<file path="config.mk">
export PLATFORM = sky130hd
export DESIGN_NAME = lmx_core
export DESIGN_NICKNAME = d
export VERILOG_FILES = /design/src/verilog/lmx_pkg.sv /design/src/verilog/lmx_core.sv /design/src/verilog/lmx_ramfetch.sv
export SDC_FILE = /design/constraint.sdc
export NUM_CORES = 1
export LEC_CHECK = 0
export BUFFER_PORTS_ARGS = -buffer_cell sky130_fd_sc_hd__buf_2
export CAP_MARGIN = 25
export CORE_MARGIN = 2
export CORE_UTILIZATION = 63
export CTS_CLUSTER_DIAMETER = 150
export DETAILED_ROUTE_END_ITERATION = 10
export PLACE_DENSITY = 0.81
export RECOVER_POWER = 50
export SYNTH_ARGS = -nofsm -noshare
export SYNTH_HDL_FRONTEND = slang
export SYNTH_SLANG_ARGS = --single-unit
export TNS_END_PERCENT = 1
</file>
<file path="constraint.sdc">
create_clock -name mclk_in -period 21.5 [get_ports mclk_in]
set_clock_uncertainty 0.15 [all_clocks]
set_input_delay 3.225 -clock mclk_in [delete_from_list [all_inputs] [get_ports mclk_in]]
set_output_delay 3.225 -clock mclk_in [all_outputs]
set_load 0.05 [all_outputs]
</file>
<file path="src/verilog/lmx_pkg.sv">
// package for the coprocessor load, multiply and shift instruction group
// assumes: single 250 MHz clock, byte-wide instruction stream, byte-wide data ram
`default_nettype none
package lmx_pkg;
  // opcode bytes
  localparam logic [7:0] OP_PFX_ONE = 8'h3d;
  localparam logic [7:0] OP_PFX_TWO = 8'h3e;
  localparam logic [7:0] OP_MUL     = 8'h9f;
  localparam logic [7:0] OP_LOWB    = 8'h9e;
  localparam logic [7:0] OP_LOOP    = 8'h3c;
  localparam logic [7:0] OP_SHR     = 8'h03;
  localparam logic [7:0] OP_HIGH_BYTE_COMBINE   = 8'h70;
  // opcode high nibbles carrying a register number
  localparam logic [3:0] HI_TO       = 4'h1;
  localparam logic [3:0] HI_WITH     = 4'h2;
  localparam logic [3:0] HI_FROM     = 4'hb;
  localparam logic [3:0] HI_LD_SHORT = 4'ha;
  localparam logic [3:0] HI_LD_ABS   = 4'hf;
  // fixed register numbers
  localparam logic [3:0] R_DEF    = 4'h0;
  localparam logic [3:0] R_MLO    = 4'h4;
  localparam logic [3:0] R_MULT   = 4'h6;
  localparam logic [3:0] R_MHI    = 4'h7;
  localparam logic [3:0] R_MLB    = 4'h8;
  localparam logic [3:0] R_CNT    = 4'hc;
  localparam logic [3:0] R_TGT    = 4'hd;
  localparam logic [3:0] R_PC     = 4'hf;
  // reset values
  localparam logic [15:0] REG_RST  = 16'h0000;
  localparam logic [7:0]  BANK_RST = 8'h00;
  // multiply length in cycles, opcode cycle included
  localparam int MUL_FAST_CYC = 5;
  localparam int MUL_SLOW_CYC = 9;
  localparam logic [3:0] MUL_FAST_WAIT = 4'(MUL_FAST_CYC - 2);
  localparam logic [3:0] MUL_SLOW_WAIT = 4'(MUL_SLOW_CYC - 2);
  // flag vector positions
  localparam int FL_OV = 3;
  localparam int FL_S  = 2;
  localparam int FL_CY = 1;
  localparam int FL_Z  = 0;
  typedef enum logic [4:0] {
    ST_OP     = 5'b00001,
    ST_IMM_LO = 5'b00010,
    ST_IMM_HI = 5'b00100,
    ST_RAM    = 5'b01000,
    ST_MUL    = 5'b10000
  } lmx_state_t;
  typedef enum logic [2:0] {
    FT_IDLE = 3'b001,
    FT_LOW  = 3'b010,
    FT_HIGH = 3'b100
  } lmx_fetch_t;
endpackage
`default_nettype wire

</file>
<file path="src/verilog/lmx_core.sv">
// load, multiply, shift and move instruction group of the coprocessor
// assumes: instruction bytes arrive on a valid/ready stream in pc order,
// data ram on the same clock, bank set through bank_wr_in
// Notes on behaviour
// - absolute word load stalls the stream until both ram bytes arrive.
// - short load address is the address byte doubled; low then next byte.
// - short load reaches only even addresses 0 to 510 in current bank.
// - short load is 3d, a0 plus register, then halved address byte.
// - multiply source by r6 signed; high half to dest, low half r4.
// - multiply copies r6 bit 15 into carry.
// - multiply takes 5 or 9 cycles depending on speed setting.
// - without prefixes source and destination are both r0.
// - low byte extract zeroes high byte; sign and zero from byte.
// - loop decrements r12; nonzero result branches to r13.
// - loop reaching zero sets zero flag and falls through.
// - taken loop executes the following instruction before branching.
// - logical shift moves source one place toward bit 0 into dest.
// - shift fills bit 15 with zero, old bit 0 to carry.
// - high_byte_combine puts r7 high byte high and r8 high byte low.
// - move copies any register into any register, full 16 bits.
`default_nettype none
module lmx_core (
  input  wire logic        mclk_in,
  input  wire logic        rst_n_in,
  input  wire logic [7:0]  op_data_in,
  input  wire logic        op_valid_in,
  output logic             op_ready_out,
  input  wire logic        bank_wr_in,
  input  wire logic [7:0]  bank_data_in,
  input  wire logic        mult_slow_in,
  output logic      [23:0] ram_addr_out,
  output logic             ram_rd_out,
  input  wire logic [7:0]  ram_data_in,
  input  wire logic        ram_ack_in,
  input  wire logic [3:0]  reg_sel_in,
  output logic      [15:0] reg_data_out,
  output logic      [15:0] pc_out,
  output logic             jump_out,
  output logic             instr_done_out,
  output logic             flag_ovf_out,
  output logic             flag_sign_out,
  output logic             flag_carry_out,
  output logic             flag_zero_out
);
  lmx_pkg::lmx_state_t state_r, state_nxt;
  logic [15:0] regs_r [16];
  logic [7:0]  bank_r;
  logic        pfx_one_r, pfx_two_r, sel_r;
  logic [3:0]  src_r, dst_r, ld_r;
  logic [7:0]  addr_lo_r;
  logic [3:0]  wait_r;
  logic        pend_r;
  logic        ld_abs_r; // long-form load in progress
  logic [15:0] tgt_r;
  logic        take, done_nxt, wr_en, wr4_en, fetch_go, loop_take, mul_go;
  logic [3:0]  wr_idx;
  logic [15:0] wr_val, fetch_addr, src_v, cnt_dec;
  logic [3:0]  fl_we, fl_val;
  logic [31:0] prod;
  logic [15:0] fetch_word;
  logic        fetch_done;
  logic        jump_now;

  // zero test shared by the flag paths
  function automatic logic is_zero(input logic [15:0] v);
    return v == 16'h0000;
  endfunction

  assign src_v    = regs_r[src_r];
  assign prod     = $signed(src_v) * $signed(regs_r[lmx_pkg::R_MULT]);
  assign cnt_dec  = regs_r[lmx_pkg::R_CNT] - 16'h0001;
  assign jump_now = pend_r && done_nxt && (state_r == lmx_pkg::ST_OP ? !loop_take : 1'b1);

  // stream is open only while decoding or collecting operand bytes
  assign op_ready_out = (state_r == lmx_pkg::ST_OP) || (state_r == lmx_pkg::ST_IMM_LO)
                        || (state_r == lmx_pkg::ST_IMM_HI);

  //////////////////////////////////////////////////////////////////////////
  // decode and execute
  always_comb begin
    state_nxt  = state_r;
    take       = op_valid_in && op_ready_out;
    done_nxt   = 1'b0;
    wr_en      = 1'b0;
    wr_idx     = dst_r;
    wr_val     = 16'h0000;
    wr4_en     = 1'b0;
    fl_we      = 4'b0000;
    fl_val     = 4'b0000;
    fetch_go   = 1'b0;
    fetch_addr = 16'h0000;
    loop_take  = 1'b0;
    mul_go     = 1'b0;
    case (state_r)
      lmx_pkg::ST_OP: begin
        if (take) begin
          done_nxt = 1'b1;
          if (op_data_in == lmx_pkg::OP_PFX_ONE || op_data_in == lmx_pkg::OP_PFX_TWO) begin
            done_nxt = 1'b0;
          end else if (op_data_in[7:4] == lmx_pkg::HI_WITH) begin
            done_nxt = 1'b0;
          end else if (op_data_in[7:4] == lmx_pkg::HI_FROM && !sel_r) begin
            done_nxt = 1'b0;
          end else if (op_data_in[7:4] == lmx_pkg::HI_TO) begin
            if (sel_r) begin
              wr_en  = 1'b1;
              wr_idx = op_data_in[3:0];
              wr_val = src_v;
            end else begin
              done_nxt = 1'b0;
            end
          end else if (pfx_one_r && op_data_in == lmx_pkg::OP_MUL) begin
            done_nxt  = 1'b0;
            mul_go    = 1'b1;
            state_nxt = lmx_pkg::ST_MUL;
          end else if (pfx_one_r && op_data_in[7:4] == lmx_pkg::HI_LD_ABS) begin
            done_nxt  = 1'b0;
            state_nxt = lmx_pkg::ST_IMM_LO;
          end else if (pfx_one_r && op_data_in[7:4] == lmx_pkg::HI_LD_SHORT) begin
            done_nxt  = 1'b0;
            state_nxt = lmx_pkg::ST_IMM_HI;
          end else if (op_data_in == lmx_pkg::OP_LOWB) begin
            wr_en  = 1'b1;
            wr_val = {8'h00, src_v[7:0]};
            fl_we  = 4'b0101;
            fl_val = {1'b0, src_v[7], 1'b0, src_v[7:0] == 8'h00};
          end else if (op_data_in == lmx_pkg::OP_LOOP) begin
            wr_en     = 1'b1;
            wr_idx    = lmx_pkg::R_CNT;
            wr_val    = cnt_dec;
            fl_we     = 4'b0101;
            fl_val    = {1'b0, cnt_dec[15], 1'b0, is_zero(cnt_dec)};
            loop_take = !is_zero(cnt_dec);
          end else if (op_data_in == lmx_pkg::OP_SHR) begin
            wr_en  = 1'b1;
            wr_val = {1'b0, src_v[15:1]};
            fl_we  = 4'b0111;
            fl_val = {1'b0, 1'b0, src_v[0], is_zero({1'b0, src_v[15:1]})};
          end else if (op_data_in == lmx_pkg::OP_HIGH_BYTE_COMBINE) begin
            wr_en  = 1'b1;
            wr_val = {regs_r[lmx_pkg::R_MHI][15:8], regs_r[lmx_pkg::R_MLB][15:8]};
            fl_we  = 4'b1111;
            fl_val = {|{wr_val[15:14], wr_val[7:6]}, wr_val[15] | wr_val[7],
                      |{wr_val[15:13], wr_val[7:5]}, |{wr_val[15:12], wr_val[7:4]}};
          end
        end
      end
      lmx_pkg::ST_IMM_LO: begin
        if (take) begin
          state_nxt = lmx_pkg::ST_IMM_HI;
        end
      end
      lmx_pkg::ST_IMM_HI: begin
        if (take) begin
          fetch_go  = 1'b1;
          state_nxt = lmx_pkg::ST_RAM;
          if (!ld_abs_r) begin
            fetch_addr = {7'h00, op_data_in, 1'b0};
          end else begin
            fetch_addr = {op_data_in, addr_lo_r};
          end
        end
      end
      lmx_pkg::ST_RAM: begin
        if (fetch_done) begin
          wr_en     = 1'b1;
          wr_idx    = ld_r;
          wr_val    = fetch_word;
          done_nxt  = 1'b1;
          state_nxt = lmx_pkg::ST_OP;
        end
      end
      lmx_pkg::ST_MUL: begin
        if (wait_r == 4'h0) begin
          wr_en     = 1'b1;
          wr_val    = prod[31:16];
          wr4_en    = 1'b1;
          fl_we     = 4'b0111;
          fl_val    = {1'b0, prod[31], regs_r[lmx_pkg::R_MULT][15], is_zero(prod[31:16])};
          done_nxt  = 1'b1;
          state_nxt = lmx_pkg::ST_OP;
        end
      end
      default: state_nxt = lmx_pkg::ST_OP;
    endcase
  end

  //////////////////////////////////////////////////////////////////////////
  // sequencer state and multiply wait count
  always_ff @(posedge mclk_in or negedge rst_n_in) begin
    if (!rst_n_in) begin
      state_r   <= lmx_pkg::ST_OP;
      wait_r    <= 4'h0;
      ld_r      <= lmx_pkg::R_DEF;
      addr_lo_r <= 8'h00;
      ld_abs_r  <= 1'b0;
    end else begin
      state_r <= state_nxt;
      if (mul_go) begin
        wait_r <= mult_slow_in ? lmx_pkg::MUL_SLOW_WAIT : lmx_pkg::MUL_FAST_WAIT;
      end else if (wait_r != 4'h0) begin
        wait_r <= wait_r - 4'h1;
      end
      if (state_r == lmx_pkg::ST_OP && take) begin
        ld_r      <= op_data_in[3:0];
        ld_abs_r  <= op_data_in[7:4] == lmx_pkg::HI_LD_ABS;
        addr_lo_r <= 8'h00;
      end else if (state_r == lmx_pkg::ST_IMM_LO && take) begin
        addr_lo_r <= op_data_in;
      end
    end
  end

  //////////////////////////////////////////////////////////////////////////
  // prefix state: alternates and operand selection
  always_ff @(posedge mclk_in or negedge rst_n_in) begin
    if (!rst_n_in) begin
      pfx_one_r <= 1'b0;
      pfx_two_r <= 1'b0;
      sel_r     <= 1'b0;
      src_r     <= lmx_pkg::R_DEF;
      dst_r     <= lmx_pkg::R_DEF;
    end else if (done_nxt) begin
      pfx_one_r <= 1'b0;
      pfx_two_r <= 1'b0;
      sel_r     <= 1'b0;
      src_r     <= lmx_pkg::R_DEF;
      dst_r     <= lmx_pkg::R_DEF;
    end else if (state_r == lmx_pkg::ST_OP && take) begin
      if (op_data_in == lmx_pkg::OP_PFX_ONE) begin
        pfx_one_r <= 1'b1;
      end else if (op_data_in == lmx_pkg::OP_PFX_TWO) begin
        pfx_two_r <= 1'b1;
      end else if (op_data_in[7:4] == lmx_pkg::HI_WITH) begin
        sel_r <= 1'b1;
        src_r <= op_data_in[3:0];
        dst_r <= op_data_in[3:0];
      end else if (op_data_in[7:4] == lmx_pkg::HI_FROM) begin
        src_r <= op_data_in[3:0];
      end else if (op_data_in[7:4] == lmx_pkg::HI_TO) begin
        dst_r <= op_data_in[3:0];
      end
    end
  end

  //////////////////////////////////////////////////////////////////////////
  // register file, program counter in r15
  always_ff @(posedge mclk_in or negedge rst_n_in) begin
    if (!rst_n_in) begin
      for (int i = 0; i < 16; i++) begin
        regs_r[i] <= lmx_pkg::REG_RST;
      end
    end else begin
      if (wr_en) begin
        regs_r[wr_idx] <= wr_val;
      end
      if (wr4_en) begin
        regs_r[lmx_pkg::R_MLO] <= prod[15:0];
      end
      if (jump_now) begin
        regs_r[lmx_pkg::R_PC] <= tgt_r;
      end else if (take && !(wr_en && wr_idx == lmx_pkg::R_PC)) begin
        regs_r[lmx_pkg::R_PC] <= regs_r[lmx_pkg::R_PC] + 16'h0001;
      end
    end
  end

  //////////////////////////////////////////////////////////////////////////
  // delayed branch: one instruction runs before the target
  always_ff @(posedge mclk_in or negedge rst_n_in) begin
    if (!rst_n_in) begin
      pend_r <= 1'b0;
      tgt_r  <= 16'h0000;
    end else if (loop_take) begin
      pend_r <= 1'b1;
      tgt_r  <= regs_r[lmx_pkg::R_TGT];
    end else if (jump_now) begin
      pend_r <= 1'b0;
    end
  end

  //////////////////////////////////////////////////////////////////////////
  // flags, bank, observation outputs
  always_ff @(posedge mclk_in or negedge rst_n_in) begin
    if (!rst_n_in) begin
      flag_ovf_out   <= 1'b0;
      flag_sign_out  <= 1'b0;
      flag_carry_out <= 1'b0;
      flag_zero_out  <= 1'b0;
      bank_r         <= lmx_pkg::BANK_RST;
      reg_data_out   <= 16'h0000;
      jump_out       <= 1'b0;
      instr_done_out <= 1'b0;
    end else begin
      if (fl_we[lmx_pkg::FL_OV]) flag_ovf_out <= fl_val[lmx_pkg::FL_OV];
      if (fl_we[lmx_pkg::FL_S]) flag_sign_out <= fl_val[lmx_pkg::FL_S];
      if (fl_we[lmx_pkg::FL_CY]) flag_carry_out <= fl_val[lmx_pkg::FL_CY];
      if (fl_we[lmx_pkg::FL_Z]) flag_zero_out <= fl_val[lmx_pkg::FL_Z];
      if (bank_wr_in) bank_r <= bank_data_in;
      reg_data_out   <= regs_r[reg_sel_in];
      jump_out       <= jump_now;
      instr_done_out <= done_nxt;
    end
  end

  assign pc_out = regs_r[lmx_pkg::R_PC];

  lmx_ramfetch u_fetch (
    .mclk_in      (mclk_in),
    .rst_n_in     (rst_n_in),
    .start_in     (fetch_go),
    .addr_in      (fetch_addr),
    .bank_in      (bank_r),
    .ram_addr_out (ram_addr_out),
    .ram_rd_out   (ram_rd_out),
    .ram_data_in  (ram_data_in),
    .ram_ack_in   (ram_ack_in),
    .word_out     (fetch_word),
    .done_out     (fetch_done)
  );
endmodule
`default_nettype wire

</file>
<file path="src/verilog/lmx_ramfetch.sv">
// two-byte data ram word fetch with wait on each byte
// assumes: ram answers on the same clock, ram_ack_in marks valid data
`default_nettype none
module lmx_ramfetch (
  input  wire logic        mclk_in,
  input  wire logic        rst_n_in,
  input  wire logic        start_in,
  input  wire logic [15:0] addr_in,
  input  wire logic [7:0]  bank_in,
  output logic      [23:0] ram_addr_out,
  output logic             ram_rd_out,
  input  wire logic [7:0]  ram_data_in,
  input  wire logic        ram_ack_in,
  output logic      [15:0] word_out,
  output logic             done_out
);
  lmx_pkg::lmx_fetch_t state_r;
  logic [7:0]          lo_r;

  //////////////////////////////////////////////////////////////////////////
  // byte sequencer: low byte, then its partner
  always_ff @(posedge mclk_in or negedge rst_n_in) begin
    if (!rst_n_in) begin
      state_r      <= lmx_pkg::FT_IDLE;
      ram_addr_out <= 24'h000000;
      lo_r         <= 8'h00;
      word_out     <= 16'h0000;
      done_out     <= 1'b0;
    end else begin
      done_out <= 1'b0;
      case (state_r)
        lmx_pkg::FT_IDLE: begin
          if (start_in) begin
            ram_addr_out <= {bank_in, addr_in};
            state_r      <= lmx_pkg::FT_LOW;
          end
        end
        lmx_pkg::FT_LOW: begin
          if (ram_ack_in) begin
            lo_r              <= ram_data_in;
            // partner byte: +1 when even, -1 when odd
            ram_addr_out[0]   <= ~ram_addr_out[0];
            state_r           <= lmx_pkg::FT_HIGH;
          end
        end
        lmx_pkg::FT_HIGH: begin
          if (ram_ack_in) begin
            word_out <= {ram_data_in, lo_r};
            done_out <= 1'b1;
            state_r  <= lmx_pkg::FT_IDLE;
          end
        end
        default: state_r <= lmx_pkg::FT_IDLE;
      endcase
    end
  end

  // read strobe held while a byte is outstanding
  assign ram_rd_out = (state_r == lmx_pkg::FT_LOW) || (state_r == lmx_pkg::FT_HIGH);
endmodule
`default_nettype wire
</file>
Word-level counts from Yosys, hierarchy flattened. Index checks and enable logic that the tools add are counted.

Bits in registers: 387. Latch bits: 0. Bits in writable memories: 0. Memory bits (read-only): 0. Bits of input ports: 34. Memories: 0.

Add/sub/neg operators: 3. $mul: 1. Div/mod/pow operators: 0. Magnitude comparators: 4. Eq/ne operators: 37. Shift operators: 0. Mux-type cells: 170. Bitwise gates (word level): 5. Reductions and logical operators: 50.

Operators by type and width (number): $mux 16 (26); $bwmux 256 (1); $mux 4 (51); $mux 192 (1); $bmux 16 s4 (2); $demux 16 s4 (1); $mux 5 (12); $mux 1 (59); $pmux 16 s3 (1); $logic_not 16->1 (2); $mul 16x16->32 (1); $ne 2x2->1 const B (13); $pmux 5 s5 (1); $eq 8x6->1 const B (3); $pmux 4 s2 (3); $mux 3 (6); $add 16x1->16 const B (1); $eq 4x4->1 const B (4); $eq 8x8->1 const B (2); $mux 8 (2); $reduce_bool 2->1 (8); $sub 16x1->16 const B (1); $ge 5x5->1 const B (3); $logic_not 15->1 (1); 38 further kinds (65).

Depth between registers and ports, before layout.
Depth in word-level cells: 21. Mapped depth: 28. Depth with buffers taken out: 25.

Cells and area by module. From an unflattened synthesis, not the netlist that was laid out.

Cells, all modules: 2904. Area total of the unflattened synthesis: 30684.4 um^2.

Modules (own cells, without submodules): lmx_core (times used 1, cells each 2779, area an instance 28601.2 um^2, sequential area each 8384.3 um^2); lmx_ramfetch (times used 1, cells each 125, area an instance 2083.2 um^2, sequential area each 1302.5 um^2).

Worst setup path after synthesis. OpenSTA, ideal clock, no wires.

Path type: register -> register. Start point: register src_r[0]. End point: register regs_r[174] (netlist name). Arrival: 7543 ps. Data required time: 21219 ps. Path slack: 13676 ps. Stages on the path, launching flop included: 25. Path buffers: 3. Period minus slack after synthesis: 7824 ps. Cells stage by stage: dfrtp_1 -> buf_2 -> mux4_2 -> mux4_2 -> clkbuf_1 -> nand2_1 -> inv_1 -> fa_1 -> fa_1 -> fa_1 -> fa_1 -> fa_1 -> inv_1 -> fa_1 -> inv_1 -> ha_1 -> a21oi_1 -> o21ai_0 -> nor3_1 -> a21oi_1 -> a2111oi_0 -> o211ai_1 -> a31oi_1 -> buf_2 -> o21ai_0.

Word-level cells in the longest chain between the ends: 17. Elaborated cells between the ends (all ways): 20. Those cells by class: mul: 1; mux: 18; bitwise: 1.

RTL lines: from (decl) (RTL line lmx_core.sv:49) `logic [3:0] src_r, dst_r, ld_r;`; from (signal assigned) (RTL line lmx_core.sv:221) `src_r <= lmx_pkg::R_DEF;`; from (signal assigned) (RTL line lmx_core.sv:227) `src_r <= lmx_pkg::R_DEF;`; from (signal assigned) (RTL line lmx_core.sv:236) `src_r <= op_data_in[3:0];`; $not 4->5 (not written as such) * (RTL line lmx_core.sv:69) `assign src_v = regs_r[src_r];`; $bmux 16 s4 * (RTL line lmx_core.sv:69); $mux 16 (not written as such) * (2 in series) (RTL line lmx_core.sv:69); branches (longest 11 deep; another with $mul 16x16->32); $pmux 16 s3 * (RTL line lmx_core.sv:94) `case (state_r)`; $bwmux 256 * (RTL line lmx_core.sv:255) `regs_r[wr_idx] <= wr_val;`; to (signal, indexed assignment) (RTL line lmx_core.sv:255); to (signal, indexed assignment) (RTL line lmx_core.sv:258) `regs_r[lmx_pkg::R_MLO] <= prod[15:0];`; to (signal, indexed assignment) (RTL line lmx_core.sv:261) `regs_r[lmx_pkg::R_PC] <= tgt_r;`; to (decl) (RTL line lmx_core.sv:46) `logic [15:0] regs_r [16];`.

Mark *: on every way between the ends. The select of a mux whose other input is x is not followed. A chain may end at the register's enable or synchronous reset.

Worst setup path after layout.
Start point: register src_r[1]. End point: register regs_r[188] (netlist name).

Word-level cells in the longest chain between the ends: 19. Elaborated cells between the ends (all ways): 22. Those cells by class: mul: 1; mux: 20; bitwise: 1.

RTL lines: $not 4->5 (not written as such) * (RTL line lmx_core.sv:69); $bmux 16 s4 * (RTL line lmx_core.sv:69); $mux 16 (not written as such) * (2 in series) (RTL line lmx_core.sv:69); branches (longest 14 deep; another with $mul 16x16->32); $mux 16 * (RTL line lmx_core.sv:257) `if (wr4_en) begin`.

Marked as above.

==> metrics.yaml <==
synth:
  postSynthCellCount: 2969
  ys_types: 91
  yosysWarnings: 0
  ys_ff_latch: 387
  ys_seq_area_share_pct: 31.67
  synthSimpleGateAreaFrac_pct: 13.41
  ys_top_cells_by_count: "404 x nand2_1, 385 x dfrtp_1, 317 x inv_1"
  syn-cell-area_sq_um: 30580
  synth_ff_type: "dfrtp_1"
  avgSynthCellArea_sq_um: 10.30
  synth_top_family_by_area: "adder cells"
  synthAdderAreaFrac_pct: 20.71
  synth.area.mux_share_pct: 15.54
  ys_async_sr_fraction_pct: 100.0
  synth_top_area_share_pct: 31.50
  synth_compound_area_share_pct: 9.815
  synth_edf_count: 0
  synth_nets: 3352
  synth_top_area_cell: "dfrtp_1"
  yosysMostFrequentCell: "nand2_1"
  synthXorXnorAreaFrac_pct: 1.919
  ys_top_cells_by_area: "dfrtp_1 32%, fa_1 17%, mux4_2 12%, nand2_1 5.0%, inv_1 3.9%"
drt:
  ant_nets: 0
  wl_per_cell_microns: 24.72
  first_pass_iters: 5
  drc: 0
  drt_first_iter_violations: 2752
  routed_wl_microns: 88900
  viasPerCell: 6.667
  vias: 23970
die:
  die_area_sq_um: 50320
  core-area_sq_um: 47850
  ios: 98
  die-height_microns: 224.3
  die_w_microns: 224.3
  start_util_pct: 63.92
  rows: 80
worst_setup_path:
  worstPathRequired_ns: 21.79
  cpMostUsedCell: "fa_1"
  crit_buf_inv: 4
  crit_path_end_kind: "flop"
  crit_arrival_ns: 10.01
  worst-setup-path-type: "flop to flop"
  critPathSlowestCell: "a221oi_2"
  critPathTopFamily: "adder cells"
  path_cells: "buf_4 -> mux4_2 -> mux4_2 -> nand2_1 -> inv_1 -> fa_1 -> fa_1 -> fa_1 -> fa_1 -> fa_1 -> inv_1 -> fa_1 -> inv_1 -> ha_1 -> a21oi_1 -> o21ai_0 -> nor3_1 -> a21oi_1 -> a31oi_1 -> mux2i_1 -> a221oi_2 -> a31oi_1 -> mux2_2"
  crit_path_max_incr_delay_ns: 1.04
  start_kind: "flop"
  cp_max_fo: 65
sta:
  fmax_ghz: 0.1029
  fin_crit_sh_pct: 45.21
  worstMarginPinSlew_ns: 6.533
  whs_ns: 0.3101
  relSlewSlack_pct: -335.5
  slew_viol_final: 220
  fin_tns_setup_ns: 0
  rsz0062_at_grt: "no"
  timing_hold_violations_final: 0
  fin_crit_ns: 9.721
  finalSetupViolCount: 0
clock_network:
  cts-hold-fix-buffers: 0
  clk_transition_reported_paths_ns: 0.07
  post_cts_buffers: 0
  clk_latency_ns: 0.56
  cts_buffers: 39
  h-tree-depth: 2
  cts_tree: "yes"
  cts_sinks: 387
  cts_root_buffer: "clkbuf_16"
  ctsLongestPathBuffers: 3
  cts-resized-gates: 0
pwr:
  peakVddDrop_uv: 96.93
  power_mw: 2.234
  power_leakage_nw: 15.30
  p_per_area_nw_per_um2: 68.39
final_layout:
  fin_nets: 3337
  area_delta_synth_final_pct: 6.787
  drive_gt1_share_pct: 14.36
  utilization_pct: 68.26
  diodes: 0
placed_design:
  hpwlAfterDp_microns: 62830
  portBuffers: 97
  globalplace.congestion: 0.9684
global_routing:
  grt_usage_pct: 36.32
  grt_pass1_wl_microns: 140100
  grt_overflow: 0
  antenna_found_initial: 1
  grt_pass1_vias: 24880
  grt_max_degree: 189
outcome:
  status: "complete, but fails checks"
  failed_checks: "max-capacitance violations, max-slew violations"
run:
  cap_violations: 3
hold_path:
  min_path_type: "flop to flop"
layout make-up:
| class | count | area [sq um] |
|---|---|---|
| clock buffers | 51 | 1081 |
| flip-flops and latches | 387 | 9692 |
| repair buffers | 153 | 903.4 |
| inverters | 319 | 1197 |
| multi-input cells | 2054 | 18780 |
| clock inverters | 17 | 237.7 |
| well taps | 615 | 769.5 |
| fillers | 3471 | 15190 |
path summary, 6_finish.rpt:
path                            startpoint  depth (start not counted)                        to  slack (ns)
worst max register to register    src_r[1]                         23               regs_r[188]       11.78
worst min register to register   bank_r[4]                          2  u_fetch.ram_addr_out[20]        0.31
max in group asynchronous         rst_n_in                          1               regs_r[163]       12.54
worst min-delay path             bank_r[4]                          2  u_fetch.ram_addr_out[20]        0.31
min in group asynchronous         rst_n_in                          1                  tgt_r[0]        4.98
worst max-delay path              src_r[1]                         23               regs_r[188]       11.78
power breakdown:
| part | total, mW | switching [mW] | internal (mW) |
|---|---|---|---|
| Sequential | 0.870 | 0.0764 | 0.794 |
| Combinational | 0.649 | 0.441 | 0.208 |
| Clock | 0.715 | 0.297 | 0.417 |
worst reg2reg max path, delay by kind of cell (launching register included):
family | cells | cell delay [ns]
AND/OR/NAND/NOR | 2 | 0.34
AO/OA/AOI/OAI | 6 | 2.13
multiplexers | 4 | 1.75
flip-flops | 1 | 0.35
adder cells (fa/ha/maj) | 7 | 3.96
buffers and inverters | 4 | 0.95
kinds of logic after synthesis:
| group | after synthesis |
|---|---|
| mux | 268 |
| xor+xnor | 67 |
| fa+ha+maj | 349 |
| compound gates | 500 |
| simple gates | 870 |
| flops | 387 |
| buf+inv | 528 |
per-stage QoR:
step                instances  cell area (sq um)  setup WS [ns]
floorplan                2969              30580          13.68
global placement         3519              31320          12.03
detailed placement       3522              31360          11.81
CTS                      3590              32680          11.69
global route             3596              32660          11.28
finish                   3596              32660          11.78
cell usage in the layout, fill, tap and decap left out, types with 12 or more instances in the layout:
master	netlist	layout
nand2_1	404	404
a211oi_1	12	12
clkbuf_1	129	74
a21o_1	15	15
mux4_2	158	158
a21oi_2	15	15
xor2_1	20	20
and2_1	133	133
ha_1	87	87
o21ai_0	187	187
mux2i_1	35	35
inv_1	317	317
buf_2	45	33
nand3_1	43	43
o21ai_1	20	20
nor3_1	23	22
clkbuf_16	0	39
and3_1	15	15
fa_1	262	262
mux2_2	75	75
a21oi_1	145	145
xnor2_1	47	47
nor2_1	159	158
dfrtp_1	385	383
buf_4	20	47
flip-flops by register name, summed over array words and instances (netlist names), 8 cells and up:
register and cells:
u_fetch.ram_addr_out 24, reg_data_out 16, tgt_r 16, pc_out 16, u_fetch.lo_r 8, addr_lo_r 8
bank_r 8, regs_r 240, u_fetch.word_out 16
routing by layer:
metal	vias to the layer above	global-route usage (%)	share of wire, %
li1	9979	-	-
met1	12090	47.11	37
met2	1502	56.51	46
met3	400	8.805	11
met4	0	20.89	6.5
met5	-	0	0
Power figures use the tool's default switching activity.
